### src/common/rmd_defs.vh
// Register map, field layout and constants for the radio MAC packet DMA setup block
// How it works
// RQ1 - Receive bytes go to memory from rx pointer
// RQ2 - Rx pointer register unchanged during reception
// RQ3 - Rx pointer write arms one receive buffer
// RQ4 - Received-packet interrupt consumes the armed buffer
// RQ5 - Sync without buffer: packet treated bad header
// RQ6 - Sync without buffer also sets overrun flag
// RQ7 - Transmit fetches bytes from tx source pointer
// RQ8 - Poll reply fetches bytes from poll pointer
// RQ9 - Poll pointer write arms immediate reply
// RQ10 - Tx length bits 14:0 count sent bytes
// RQ11 - Standard mode uses only low seven bits
// RQ12 - Software writes length before source pointers
// RQ13 - Seven-bit sequence copy checks acknowledgements
// RQ14 - Sequence number written before pointers when acked
// RQ15 - Sequence number may stay for unacked sends
// RQ16 - Internal working address walks, registers stay
// RQ17 - Reads return last write, reserved zero; CTRL bits 2:1 read back the sequencer state and STATUS reads the event flags instead
`ifndef RMD_DEFS_VH
`define RMD_DEFS_VH
`define RMD_OFS_RX_PTR 8'h80
`define RMD_OFS_TX_PTR 8'h84
`define RMD_OFS_POLL_PTR 8'h88
`define RMD_OFS_TX_LEN 8'h8C
`define RMD_OFS_TX_SEQ 8'h90
`define RMD_OFS_STATUS 8'hA0
`define RMD_OFS_MASK 8'hA4
`define RMD_OFS_CTRL 8'hA8
`define RMD_TXLEN_W 15
`define RMD_TXLEN_STD_W 7
`define RMD_SEQ_W 7
`define RMD_ST_W 4
`define RMD_ST_OVR 0
`define RMD_ST_RXDONE 1
`define RMD_ST_TXDONE 2
`define RMD_ST_BADHDR 3
`define RMD_CTRL_STD 0
`define RMD_RESET_VAL 32'h00000000
`endif

### src/hdl/rmd_apb_slave.v
// APB slave register file of the packet DMA setup block
`timescale 1ns/1ps
`include "rmd_defs.vh"
module rmd_apb_slave (
   // Clock and reset
   input wire core_clk_i,
   input wire rst_i,
   // APB
   input wire psel_i,
   input wire penable_i,
   input wire pwrite_i,
   input wire [7:0] paddr_i,
   input wire [31:0] pwdata_i,
   output reg [31:0] prdata_o,
   output wire pready_o,
   output wire pslverr_o,
   // Register values
   output reg [31:0] rx_ptr_o,
   output reg [31:0] tx_ptr_o,
   output reg [31:0] poll_ptr_o,
   output reg [`RMD_TXLEN_W-1:0] tx_len_o,
   output reg [`RMD_SEQ_W-1:0] seq_o,
   output reg [`RMD_ST_W-1:0] mask_o,
   output reg std_mode_o,
   // Write strobes and status access
   output wire rx_ptr_wr_o,
   output wire tx_ptr_wr_o,
   output wire poll_ptr_wr_o,
   output wire status_rd_o,
   input wire [`RMD_ST_W-1:0] status_i,
   input wire [1:0] state_i
);
   reg rd_wait_r;
   wire access = psel_i & penable_i;
   wire wr = access & pwrite_i;
   // Read data come from a flop, so a read waits one cycle for them
   wire rd_first = access & ~pwrite_i & ~rd_wait_r;
   reg mapped;
   reg [31:0] rd_nxt;
   assign pready_o = pwrite_i | rd_wait_r;
   // Unmapped offsets answer with an error rather than silently aliasing
   assign pslverr_o = access & ~mapped;
   assign rx_ptr_wr_o = wr & (paddr_i == `RMD_OFS_RX_PTR);
   assign tx_ptr_wr_o = wr & (paddr_i == `RMD_OFS_TX_PTR);
   assign poll_ptr_wr_o = wr & (paddr_i == `RMD_OFS_POLL_PTR);
   // Clear only where the read data are captured, so no event is lost between
   assign status_rd_o = rd_first & (paddr_i == `RMD_OFS_STATUS);
   always @* begin
      mapped = 1'b1;
      rd_nxt = 32'h00000000;
      case (paddr_i)
         `RMD_OFS_RX_PTR: rd_nxt = rx_ptr_o; // RQ17
         `RMD_OFS_TX_PTR: rd_nxt = tx_ptr_o;
         `RMD_OFS_POLL_PTR: rd_nxt = poll_ptr_o;
         `RMD_OFS_TX_LEN: rd_nxt = {17'h00000, tx_len_o};
         `RMD_OFS_TX_SEQ: rd_nxt = {25'h0000000, seq_o};
         `RMD_OFS_STATUS: rd_nxt = {28'h0000000, status_i};
         `RMD_OFS_MASK: rd_nxt = {28'h0000000, mask_o};
         `RMD_OFS_CTRL: rd_nxt = {29'h00000000, state_i, std_mode_o};
         default: mapped = 1'b0;
      endcase
   end
   always @(posedge core_clk_i) begin
      if (rst_i) begin
         rx_ptr_o <= `RMD_RESET_VAL;
         tx_ptr_o <= `RMD_RESET_VAL;
         poll_ptr_o <= `RMD_RESET_VAL;
         tx_len_o <= 15'h0000;
         seq_o <= 7'h00;
         mask_o <= 4'h0;
         std_mode_o <= 1'b0;
         prdata_o <= 32'h00000000;
         rd_wait_r <= 1'b0;
      end else begin
         rd_wait_r <= rd_first;
         if (rd_first)
            prdata_o <= rd_nxt;
         if (wr) begin
            case (paddr_i)
               `RMD_OFS_RX_PTR: rx_ptr_o <= pwdata_i;
               `RMD_OFS_TX_PTR: tx_ptr_o <= pwdata_i;
               `RMD_OFS_POLL_PTR: poll_ptr_o <= pwdata_i;
               `RMD_OFS_TX_LEN: tx_len_o <= pwdata_i[`RMD_TXLEN_W-1:0]; // RQ10
               `RMD_OFS_TX_SEQ: seq_o <= pwdata_i[`RMD_SEQ_W-1:0]; // RQ13
               `RMD_OFS_MASK: mask_o <= pwdata_i[`RMD_ST_W-1:0];
               `RMD_OFS_CTRL: std_mode_o <= pwdata_i[`RMD_CTRL_STD];
               default: std_mode_o <= std_mode_o;
            endcase
         end
      end
   end
endmodule // rmd_apb_slave

### src/hdl/rmd_dma.v
// Packet DMA setup: registers, byte mover and buffer arming for the radio MAC
//
// The implementer's own choice: the APB register port.
`timescale 1ns/1ps
`include "rmd_defs.vh"
module rmd_dma (
   // Clock and reset
   input wire core_clk_i,
   input wire rst_i,
   // APB
   input wire psel_i,
   input wire penable_i,
   input wire pwrite_i,
   input wire [7:0] paddr_i,
   input wire [31:0] pwdata_i,
   output wire [31:0] prdata_o,
   output wire pready_o,
   output wire pslverr_o,
   // Sequencer: receive side
   input wire rx_sync_i,
   input wire rx_data_valid_i,
   input wire [7:0] rx_data_i,
   input wire rx_done_i,
   input wire rx_restart_i,
   output wire rx_data_ready_o,
   output reg rx_bad_header_o,
   output reg packet_received_interrupt_o,
   // Sequencer: transmit side
   input wire tx_start_i,
   input wire poll_request_i,
   output wire tx_data_valid_o,
   output reg [7:0] tx_data_o,
   input wire tx_data_ready_i,
   output reg tx_done_o,
   output wire poll_armed_o,
   output wire [`RMD_TXLEN_W-1:0] tx_count_o,
   output wire [`RMD_SEQ_W-1:0] outgoing_sequence_number_o,
   // Memory byte port
   output reg mem_req_o,
   output reg mem_we_o,
   output reg [31:0] mem_addr_o,
   output reg [7:0] mem_wdata_o,
   input wire mem_ack_i,
   input wire [7:0] mem_rdata_i,
   // Interrupt
   output wire irq_o
);
   localparam ST_IDLE = 2'd0;
   localparam ST_RX = 2'd1;
   localparam ST_TX = 2'd2;
   localparam ST_TXOUT = 2'd3;

   wire [31:0] rx_ptr;
   wire [31:0] tx_ptr;
   wire [31:0] poll_ptr;
   wire [`RMD_TXLEN_W-1:0] tx_len;
   wire [`RMD_ST_W-1:0] mask;
   wire [`RMD_ST_W-1:0] status;
   wire std_mode;
   wire rx_ptr_wr;
   wire tx_ptr_wr;
   wire poll_ptr_wr;
   wire status_rd;
   reg [1:0] state_r;
   reg [31:0] work_addr_r;
   reg [`RMD_TXLEN_W-1:0] remain_r;
   reg buf_armed_r;
   reg poll_armed_r;
   reg rx_ok_r;
   reg rewind_r;
   reg overrun_ev;
   reg [`RMD_ST_W-1:0] events;
   wire rx_end;
   wire poll_go;

   rmd_apb_slave u_regs (
      .core_clk_i(core_clk_i),
      .rst_i(rst_i),
      .psel_i(psel_i),
      .penable_i(penable_i),
      .pwrite_i(pwrite_i),
      .paddr_i(paddr_i),
      .pwdata_i(pwdata_i),
      .prdata_o(prdata_o),
      .pready_o(pready_o),
      .pslverr_o(pslverr_o),
      .rx_ptr_o(rx_ptr),
      .tx_ptr_o(tx_ptr),
      .poll_ptr_o(poll_ptr),
      .tx_len_o(tx_len),
      .seq_o(outgoing_sequence_number_o),
      .mask_o(mask),
      .std_mode_o(std_mode),
      .rx_ptr_wr_o(rx_ptr_wr),
      .tx_ptr_wr_o(tx_ptr_wr),
      .poll_ptr_wr_o(poll_ptr_wr),
      .status_rd_o(status_rd),
      .status_i(status),
      .state_i(state_r)
   );

   rmd_irq u_irq (
      .core_clk_i(core_clk_i),
      .rst_i(rst_i),
      .event_i(events),
      .status_rd_i(status_rd),
      .mask_i(mask),
      .status_o(status),
      .irq_o(irq_o)
   );

   // Length actually used by the transmit sequence
   function [`RMD_TXLEN_W-1:0] eff_len;
      input [`RMD_TXLEN_W-1:0] len;
      input std;
      begin
         if (std)
            eff_len = {8'h00, len[`RMD_TXLEN_STD_W-1:0]}; // RQ11
         else
            eff_len = len; // RQ10
      end
   endfunction

   assign tx_count_o = eff_len(tx_len, std_mode);
   assign poll_armed_o = poll_armed_r;
   // Receive bytes are taken only while the memory write is idle and no
   // rewind is asked for, since a byte taken in a rewind cycle would be lost
   assign rx_data_ready_o = (state_r == ST_RX) & ~mem_req_o & ~rx_restart_i;
   // Packet end counts only where no byte, write or rewind competes with it
   assign rx_end = (state_r == ST_RX) & ~mem_req_o & ~rx_restart_i & ~rx_data_valid_i &
      rx_done_i & rx_ok_r;
   // A normal send outranks a poll reply, so only a started reply disarms
   assign poll_go = (state_r == ST_IDLE) & ~rx_sync_i & ~tx_start_i & poll_request_i &
      poll_armed_r;
   assign tx_data_valid_o = (state_r == ST_TXOUT);

   always @* begin
      events = 4'h0;
      events[`RMD_ST_OVR] = overrun_ev;
      events[`RMD_ST_RXDONE] = packet_received_interrupt_o;
      events[`RMD_ST_TXDONE] = tx_done_o;
      events[`RMD_ST_BADHDR] = rx_bad_header_o;
   end

   always @(posedge core_clk_i) begin
      if (rst_i) begin
         state_r <= ST_IDLE;
         work_addr_r <= 32'h00000000;
         remain_r <= 15'h0000;
         buf_armed_r <= 1'b0;
         poll_armed_r <= 1'b0;
         rx_ok_r <= 1'b0;
         rewind_r <= 1'b0;
         overrun_ev <= 1'b0;
         rx_bad_header_o <= 1'b0;
         packet_received_interrupt_o <= 1'b0;
         tx_done_o <= 1'b0;
         tx_data_o <= 8'h00;
         mem_req_o <= 1'b0;
         mem_we_o <= 1'b0;
         mem_addr_o <= 32'h00000000;
         mem_wdata_o <= 8'h00;
      end else begin
         overrun_ev <= 1'b0;
         rx_bad_header_o <= 1'b0;
         packet_received_interrupt_o <= 1'b0;
         tx_done_o <= 1'b0;
         // Consumption on completion; a pointer write in the same cycle rearms
         if (rx_ptr_wr)
            buf_armed_r <= 1'b1; // RQ3
         else if (rx_end)
            buf_armed_r <= 1'b0; // RQ4
         if (poll_ptr_wr)
            poll_armed_r <= 1'b1; // RQ9
         else if (poll_go)
            poll_armed_r <= 1'b0;
         case (state_r)
            ST_IDLE: begin
               if (rx_sync_i) begin
                  if (buf_armed_r) begin
                     work_addr_r <= rx_ptr; // RQ16
                     rx_ok_r <= 1'b1;
                     state_r <= ST_RX;
                  end else begin
                     rx_bad_header_o <= 1'b1; // RQ5
                     overrun_ev <= 1'b1; // RQ6
                  end
               end else if (tx_start_i | (poll_request_i & poll_armed_r)) begin
                  // Pointer registers are only read here, never written back
                  work_addr_r <= tx_start_i ? tx_ptr : poll_ptr; // RQ7 RQ8
                  remain_r <= eff_len(tx_len, std_mode);
                  if (eff_len(tx_len, std_mode) == 15'h0000)
                     tx_done_o <= 1'b1;
                  else begin
                     mem_req_o <= 1'b1;
                     mem_we_o <= 1'b0;
                     mem_addr_o <= tx_start_i ? tx_ptr : poll_ptr;
                     state_r <= ST_TX;
                  end
               end
            end
            ST_RX: begin
               if (mem_req_o) begin
                  if (mem_ack_i) begin
                     mem_req_o <= 1'b0;
                     rewind_r <= 1'b0;
                     // A rewind that met a pending write lands after it
                     if (rewind_r | rx_restart_i)
                        work_addr_r <= rx_ptr; // RQ2
                     else
                        work_addr_r <= work_addr_r + 32'h00000001; // RQ16
                  end else if (rx_restart_i)
                     rewind_r <= 1'b1;
               end else if (rx_restart_i) begin
                  // Failed checksum: start over from the unchanged pointer
                  work_addr_r <= rx_ptr; // RQ2
               end else if (rx_data_valid_i) begin
                  mem_req_o <= 1'b1; // RQ1
                  mem_we_o <= 1'b1;
                  mem_addr_o <= work_addr_r;
                  mem_wdata_o <= rx_data_i;
               end else if (rx_done_i) begin
                  packet_received_interrupt_o <= 1'b1; // RQ4
                  rx_ok_r <= 1'b0;
                  state_r <= ST_IDLE;
               end
            end
            ST_TX: begin
               if (mem_ack_i) begin
                  mem_req_o <= 1'b0;
                  tx_data_o <= mem_rdata_i;
                  work_addr_r <= work_addr_r + 32'h00000001;
                  remain_r <= remain_r - 15'h0001;
                  state_r <= ST_TXOUT;
               end
            end
            ST_TXOUT: begin
               if (tx_data_ready_i) begin
                  if (remain_r == 15'h0000) begin
                     tx_done_o <= 1'b1;
                     state_r <= ST_IDLE;
                  end else begin
                     mem_req_o <= 1'b1; // RQ7 RQ8
                     mem_we_o <= 1'b0;
                     mem_addr_o <= work_addr_r;
                     state_r <= ST_TX;
                  end
               end
            end
            default: state_r <= ST_IDLE;
         endcase
      end
   end
endmodule // rmd_dma

### src/hdl/rmd_irq.v
// Sticky event status with read-to-clear and masked interrupt output
`timescale 1ns/1ps
`include "rmd_defs.vh"
module rmd_irq (
   // Clock and reset
   input wire core_clk_i,
   input wire rst_i,
   // Events and access
   input wire [`RMD_ST_W-1:0] event_i,
   input wire status_rd_i,
   input wire [`RMD_ST_W-1:0] mask_i,
   // Status and interrupt
   output reg [`RMD_ST_W-1:0] status_o,
   output wire irq_o
);
   assign irq_o = |(status_o & mask_i);
   always @(posedge core_clk_i) begin
      if (rst_i)
         status_o <= 4'h0;
      // A new event in the clearing read's cycle survives
      else if (status_rd_i)
         status_o <= event_i;
      else
         status_o <= status_o | event_i;
   end
endmodule // rmd_irq

### config.mk
export PLATFORM = sky130hd
export DESIGN_NAME = rmd_dma
export DESIGN_NICKNAME = d
export VERILOG_FILES = /design/src/hdl/rmd_apb_slave.v /design/src/hdl/rmd_dma.v /design/src/hdl/rmd_irq.v
export VERILOG_INCLUDE_DIRS = /design/src /design/src/common
export SDC_FILE = /design/constraint.sdc
export NUM_CORES = 1
export LEC_CHECK = 0
export BUFFER_PORTS_ARGS = -buffer_cell sky130_fd_sc_hd__buf_4
export CORE_AREA = 2 2 155 157
export DETAILED_ROUTE_END_ITERATION = 8
export DIE_AREA = 0 0 157 159
export MAX_ROUTING_LAYER = met4
export PLACE_DENSITY_LB_ADDON = 0.2
export SLEW_MARGIN = 25
export SYNTH_ARGS = -nofsm -noshare
export SYNTH_HDL_FRONTEND = slang
export SYNTH_SLANG_ARGS = --single-unit
### constraint.sdc
create_clock -name core_clk_i -period 2.9 [get_ports core_clk_i]
set_input_delay 0.145 -clock core_clk_i [delete_from_list [all_inputs] [get_ports core_clk_i]]
set_output_delay 0.145 -clock core_clk_i [all_outputs]
set_load 0.02 [all_outputs]
After elaboration in Yosys (flattened, before gate mapping)
Cells that the tools add are included.
{ "word_totals": {"word_cells": 201, "ff_bits": 266, "inputBits": 69} }
{ "op_classes": {"add_sub_neg": 2, "muxes": 82, "bitwise": 33, "eq_ne": 29, "n_reduce_logical": 30} }
{ "op_table": {"columns": ["cell", "count"], "rows": [
  ["$mux 32", 17],
  ["$pmux 32 s8", 1],
  ["$pmux 32 s3", 2],
  ["$mux 15", 6],
  ["$eq 8x8->1 const B", 8],
  ["$mux 1", 38],
  ["$add 32x1->32 const B", 1],
  ["$logic_not 15->1", 2],
  ["$pmux 15 s2", 1],
  ["$mux 2", 11],
  ["$ne 2x2->1 const B", 11],
  ["$and 1x1->1", 18],
  ["$reduce_and 9->1", 2],
  ["$reduce_and 2->1", 8],
  ["$sub 15x1->15 const B", 1],
  ["$ne 3x3->1 const B", 4],
  ["$reduce_and 6->1", 2],
  ["$not 1->1", 10],
  ["$reduce_bool 2->1", 5],
  ["$pmux 2 s4", 1],
  ["$reduce_and 4->1", 2],
  ["$reduce_or 8->1", 1],
  ["$reduce_and 7->1", 1],
  ["$reduce_bool 3->1", 2],
  ["other kinds (16)", 21]
]} }

Longest topological paths before layout
{ "logic_depth": {"word_depth": 11, "mapped_depth": 10, "mapped_depth_nobuf": 7} }

Hierarchy
From an unflattened synthesis, not the netlist that was laid out.
{ "hier_totals": {"hier_cells": 1539, "hier_area_um2": 13723.2} }
{ "modules_own_cells": {"columns": ["module", "instances", "cells_each", "area_each_um2", "seq_area_each_um2"], "rows": [
  ["rmd_dma", 1, 895, 7078.0, 2122.0],
  ["rmd_apb_slave", 1, 625, 6486.2, 3123.0],
  ["rmd_irq", 1, 19, 158.9, 80.1]
]} }

Least setup slack after synthesis
Ideal clock, no wire load.
{ "synth_timing": {"kind": "reg-to-reg", "start": "reg state_r[0]", "end": "reg work_addr_r[22]", "stages_incl_launch_ff": 11, "setup_slack_ns": 0.587, "arrival_ns": 2.190, "setup_time_ns": 0.123, "cell_sequence": "dfxtp_1 inv_1 ha_1 clkbuf_1 nor2b_1 a211oi_2 and2_1 clkbuf_1 clkbuf_1 o21ai_0 o2bb2ai_1"} }
{ "synth_between": {"elab_chain_len": 3} }
{ "synth_lines": {"columns": ["item", "line", "text"], "rows": [
  ["start: declaration", "rmd_dma.v:64", "reg [1:0] state_r;"],
  ["start signal: assignment", "rmd_dma.v:147", "state_r <= ST_IDLE;"],
  ["start signal: assignment", "rmd_dma.v:183", "state_r <= ST_RX;"],
  ["start signal: assignment", "rmd_dma.v:198", "state_r <= ST_TX;"],
  ["$eq 2x1->1, or another cell as far along", "rmd_dma.v:177", "case (state_r)"],
  ["$ne 3x3->1 (no line), or another cell as far along", null, null],
  ["$reduce_and 6->1 (no line)", null, null],
  ["end signal: assignment", "rmd_dma.v:181", "work_addr_r <= rx_ptr;"],
  ["end signal: assignment", "rmd_dma.v:190", "work_addr_r <= tx_start_i ? tx_ptr : poll_ptr;"],
  ["end signal: assignment", "rmd_dma.v:209", "work_addr_r <= rx_ptr;"],
  ["end: declaration", "rmd_dma.v:65", "reg [31:0] work_addr_r;"]
]} }
Several ways; a longest one is shown, not always the timed one.
A chain may end at the register's enable or synchronous reset.

Worst setup path after layout
{ "layout_timing": {"start": "reg remain_r[0]", "end": "reg mem_addr_o[29]"} }
{ "layout_between": {"elab_chain_len": 3} }
{ "layout_lines": {"columns": ["item", "line", "text"], "rows": [
  ["start: declaration", "rmd_dma.v:66", "reg [`RMD_TXLEN_W-1:0] remain_r;"],
  ["start signal: assignment", "rmd_dma.v:191", "remain_r <= eff_len(tx_len, std_mode);"],
  ["start signal: assignment", "rmd_dma.v:233", "remain_r <= remain_r - 15'h0001;"],
  ["$logic_not 15->1", "rmd_dma.v:239", "if (remain_r == 15'h0000) begin"],
  ["$ne 2x2->1 (no line)", null, null],
  ["$reduce_and 9->1 (no line)", null, null],
  ["end signal: assignment", "rmd_dma.v:197", "mem_addr_o <= tx_start_i ? tx_ptr : poll_ptr;"],
  ["end signal: assignment", "rmd_dma.v:220", "mem_addr_o <= work_addr_r;"],
  ["end signal: assignment", "rmd_dma.v:245", "mem_addr_o <= work_addr_r;"],
  ["end: declaration", "rmd_dma.v:41", "output reg [31:0] mem_addr_o,"]
]} }
No other way between the ends.

==> impl_summary.md <==
Worst hold path
The worst hold path belongs to the class in2reg. The destination of the worst hold path is u_regs.std_mode_o. The hold path startpoint is rst_i.

Counting instances, the worst hold path has a depth of 2.

Die
In this run the vertical extent of the chip is 159 um. The initial core utilization is 57.22%. The core region is between 20000 and 25000 um2. The row count is 56.

approximately 180 I/O pins were placed. The die is 157 um wide. The die covers between 20000 and 25000 um2.

Clock tree
The total CTS buffers is 28. The library cell used as clock root buffer is clkbuf_16. The CTS clock-pin slew for the worst setup and hold paths is 60 ps. TritonCTS built the clock tree. The clock net in this run drives a total of 266 sinks. The later-pin clock latency in the skew report is approximately 550 ps. Counting along the longest clock path gives a buffer depth of 3.

In this run the number of H-tree levels came out at 1. In this run the post-CTS setup repair buffer count came out at 0.

Critical path
The reg2reg setup slack is 290 ps. STA puts the critical path data arrival time at about 3100 ps. The worst flop-to-flop path endpoint is mem_addr_o[29]. STA classifies the critical path startpoint as a flop. The worst reg2reg path startpoint is remain_r[0].

The critical path required time is 3370 ps. STA classifies the critical path endpoint as a flop. Counting cells, the worst reg-to-reg path comes to 8.

Along the worst path, the maximum fanout reaches 12. The setup path with the least slack is of type reg2reg.

Routing
The number of nets with antenna violations after routing is 0. The DRC marker count from the first detailed-route iteration is approximately 2200. The total number of vias is 14110. The total iterations of the first detailed-routing run is 9. Using the TritonRoute via totals, the vias-per-cell ratio works out to 6.376. For this block, the routed nets add up to about 46000 um of wire. After detailed routing, the number of remaining DRC violations is 5. After detailed routing, the average wire length per cell comes to 20.75 um.

Timing
Counting I/O delays and the setup requirement, the final critical path takes 2610 ps. The total count of max-transition violations in the final report is 0. Based on the critical path, the design can be clocked at up to 383.1 MHz.

The setup-violating endpoint count in the final report is 0. The headroom to the max-slew limit is roughly a third. On the final layout, the worst clock skew is 8.795 ps. The transition time at the pin with the least slew margin is 990.3 ps. The post-route worst setup slack is approximately 290 ps. The final total negative setup slack is 0 ps. The final number of hold-violating endpoints is 0. Of the available clock period, the critical path in the final layout requires 90.01%. Setup repair after global routing left no endpoint under its margin.

Run
The count of maximum capacitance violations is 0.

Synthesis
The average cell area after synthesis is 7.876 um2. Of the total synthesized cell area, the portion taken by full adders, half adders and majority gates is 0.8485%. The instance count of the mapped netlist is 1685.

The synthesis warning total is 0. In the post-synthesis netlist, the biggest area contributors are dfxtp_1 40%, nand2_1 11%, a21oi_1 7.3%. The primary flip-flop cell chosen by synthesis mapping is dfxtp_1. The largest total area in the synthesized netlist belongs to dfxtp_1. Of the total synthesized cell area, the portion taken by XOR and XNOR cells is 0.3300%. After synthesis, the netlist uses 81 different library cells. Synthesis produced a netlist with a net count of roughly 1800.

Summing the areas of all compound-gate instances in the mapped netlist gives 22.48% of the synthesized area. The top cell type's share of synthesized area is about two fifths. Counting flops and latches in the post-synthesis netlist gives 266. The share of synthesized registers carrying an async set or reset is 0%. The multiplexer share of the synthesized area is 7.778%. The sequential area share after synthesis is 40.12%. Yosys mapped a number of flops with a built-in enable equal to 0. The area fraction in and, or, nand and nor cells after synthesis is between 20% and 30%.

The dominant combinational cell family by area after synthesis is simple AND/OR/NAND/NOR gates. The synthesized area is 13270 um2.

Final layout
Fill cells in the final layout number 1818. The net count of the finished layout is 1950. The top cell types in the final layout, fill and taps aside, are 382 x nand2_1, 266 x dfxtp_1, 238 x buf_4. Of the cells placed in the final design, the portion with a size suffix greater than 1 is 17.27%. The area growth from synthesis to layout is 23.93%. Leaving out fill and tap cells, the most frequent cell in the layout is nand2_1.

Power and ir drop
For this design the total switching power over the nets is around 4.3 mW. Dividing total power by cell area gives a power density of 717.2 nW/um2. Of the total power, the share spent switching nets is 36.40%.

The worst vdd rail ir drop is 0.0005073 V. Of the total power, registers draw 36.3%. Of the total power, the clock network draws 30.3%.

The static leakage is roughly 6.3 nW. The internal power of the cells totals around 7.5 mW. Of the total power, combinational logic draws 33.5%.

Global route
The number of antenna violations at the first check in global routing is 1. The global-route total usage across every layer is 36.76%. The maximum number of pins on one net before global-route repair is 62. The residual overflow from global routing is 0. The via count of the first global-routing pass came to 13060. The first global-routing pass estimated 71440 um of wire.

Run status
The checks that failed: DRC. The run finished, with violations left.

Place
The placed wire-length estimate is 30560 um. The count of buffers inserted at the top-level ports is between 150 and 200. Before CTS, the worst setup slack after placement is 268.8 ps. Routability-driven placement finished with a final weighted congestion of between 0.9 and 1.
[cells by family (layout without fill, tap and decap cells)]
| group | Yosys count | count (layout) |
|---|---|---|
| AO/OA/AOI/OAI | 464 | 464 |
| XOR/XNOR | 5 | 5 |
| adder cells (fa/ha/maj) | 9 | 9 |
| buffers and inverters | 175 | 383 |
| flip-flops | 266 | 266 |
| multiplexers | 101 | 101 |
| other | 0 | 1 |
| AND/OR/NAND/NOR | 665 | 665 |
[worst max path at each step]
stage / startpoint / endpoint / slack, ps / cells past startpoint
3_5_place_dp: remain_r[0] / mem_addr_o[26] / 270 / 8
3_3_place_gp: remain_r[0] / mem_addr_o[30] / 390 / 8
6_report: remain_r[0] / mem_addr_o[29] / 290 / 8
4_1_cts: remain_r[0] / mem_addr_o[29] / 250 / 8
2_1_floorplan: state_r[0] / work_addr_r[22] / 590 / 10
5_1_grt: remain_r[0] / mem_addr_o[30] / 8 / 8
[sequential cells by signal (all words and copies together), names as in the netlist, 7 cells and up]
name,count
mem_wdata_o,8
mem_addr_o,32
u_regs.seq_o,7
u_regs.tx_len_o,15
work_addr_r,32
u_regs.tx_ptr_o,32
tx_data_o,8
u_regs.rx_ptr_o,32
remain_r,15
u_regs.poll_ptr_o,32
u_regs.prdata_o,32
[area by class of cell]
type | count | area [um2] | share of cell area, %
multi-input combinational | 1244 | 7242 | 44.03
sequential | 266 | 5325 | 32.38
timing repair buffer | 303 | 2449 | 14.89
clock buffer | 46 | 889.6 | 5.409
tap | 319 | 399.1 | 2.427
inverter | 29 | 108.9 | 0.6618
clock inverter | 5 | 31.28 | 0.1902
antenna | 1 | 2.502 | 0.01521
[power by group through the flow]
stage / Clock (mW) / Sequential, mW / Combinational, mW
floorplan: 0 / 4.34 / 2.55
global placement: 0 / 4.33 / 3.66
detailed placement: 0 / 4.34 / 3.73
CTS: 3.60 / 4.26 / 3.83
global route: 3.74 / 4.31 / 4.24
finish: 3.57 / 4.28 / 3.95
[through the flow]
stage               cells  hold WS (ps)  cell area, um2  utilization, %  total power, mW
floorplan            1685         281.0           13270               -            6.898
global placement     2098         378.8           14890           64.22            7.987
detailed placement   2098         387.3           14890           64.22            8.078
CTS                  2212         6.147           16440           70.91            11.69
global route         2213         23.88           16450           70.92            12.29
finish               2213         20.39           16450           70.92            11.80
[cells in the mapped netlist (all sizes together), types with 3 or more instances]
cell type,n
nor4,22
or4b,3
o22ai,8
o21ai,85
dfxtp,266
nor2b,22
nor4b,3
nand4,20
nor2,63
a211oi,13
o32ai,3
a211o,4
buf,39
a32o,4
a31oi,8
or2,3
and4,7
or3b,3
o2bb2ai,14
o211ai,30
a21oi,194
nand2,382
or3,7
nand3,56
o21a,4
or4,7
a22oi,4
o31a,4
and2,9
a222oi,27
xor2,3
a311oi,4
nand2b,10
nor3,28
a221o,6
nor3b,4
mux2i,84
and3,10
a221oi,12
mux2,17
ha,9
inv,27
a22o,13
clkbuf,107
[metal layers]
metal  track usage [%]  share of wire, %  vias up
li1                  -                 -     6424
met1             50.08                40     6630
met2             55.26                44      917
met3             5.171                11      138
met4             14.18               4.2        0
met5                 -                 0        -
[critical path: stages, from the launching register on]
cell     delay, ps
dfxtp_1        330
inv_1          100
ha_1           150
or4b_2         580
nor4_1         310
and2_1         230
a211o_2        330
buf_4          280
mux2i_1        200
[timing repair]
item / in CTS / in global routing
endpoints found under the hold margin: 144 / 0
resized for setup: 0 / 0
hold buffers: 63 / 0
(Power assumes the default switching activity.)
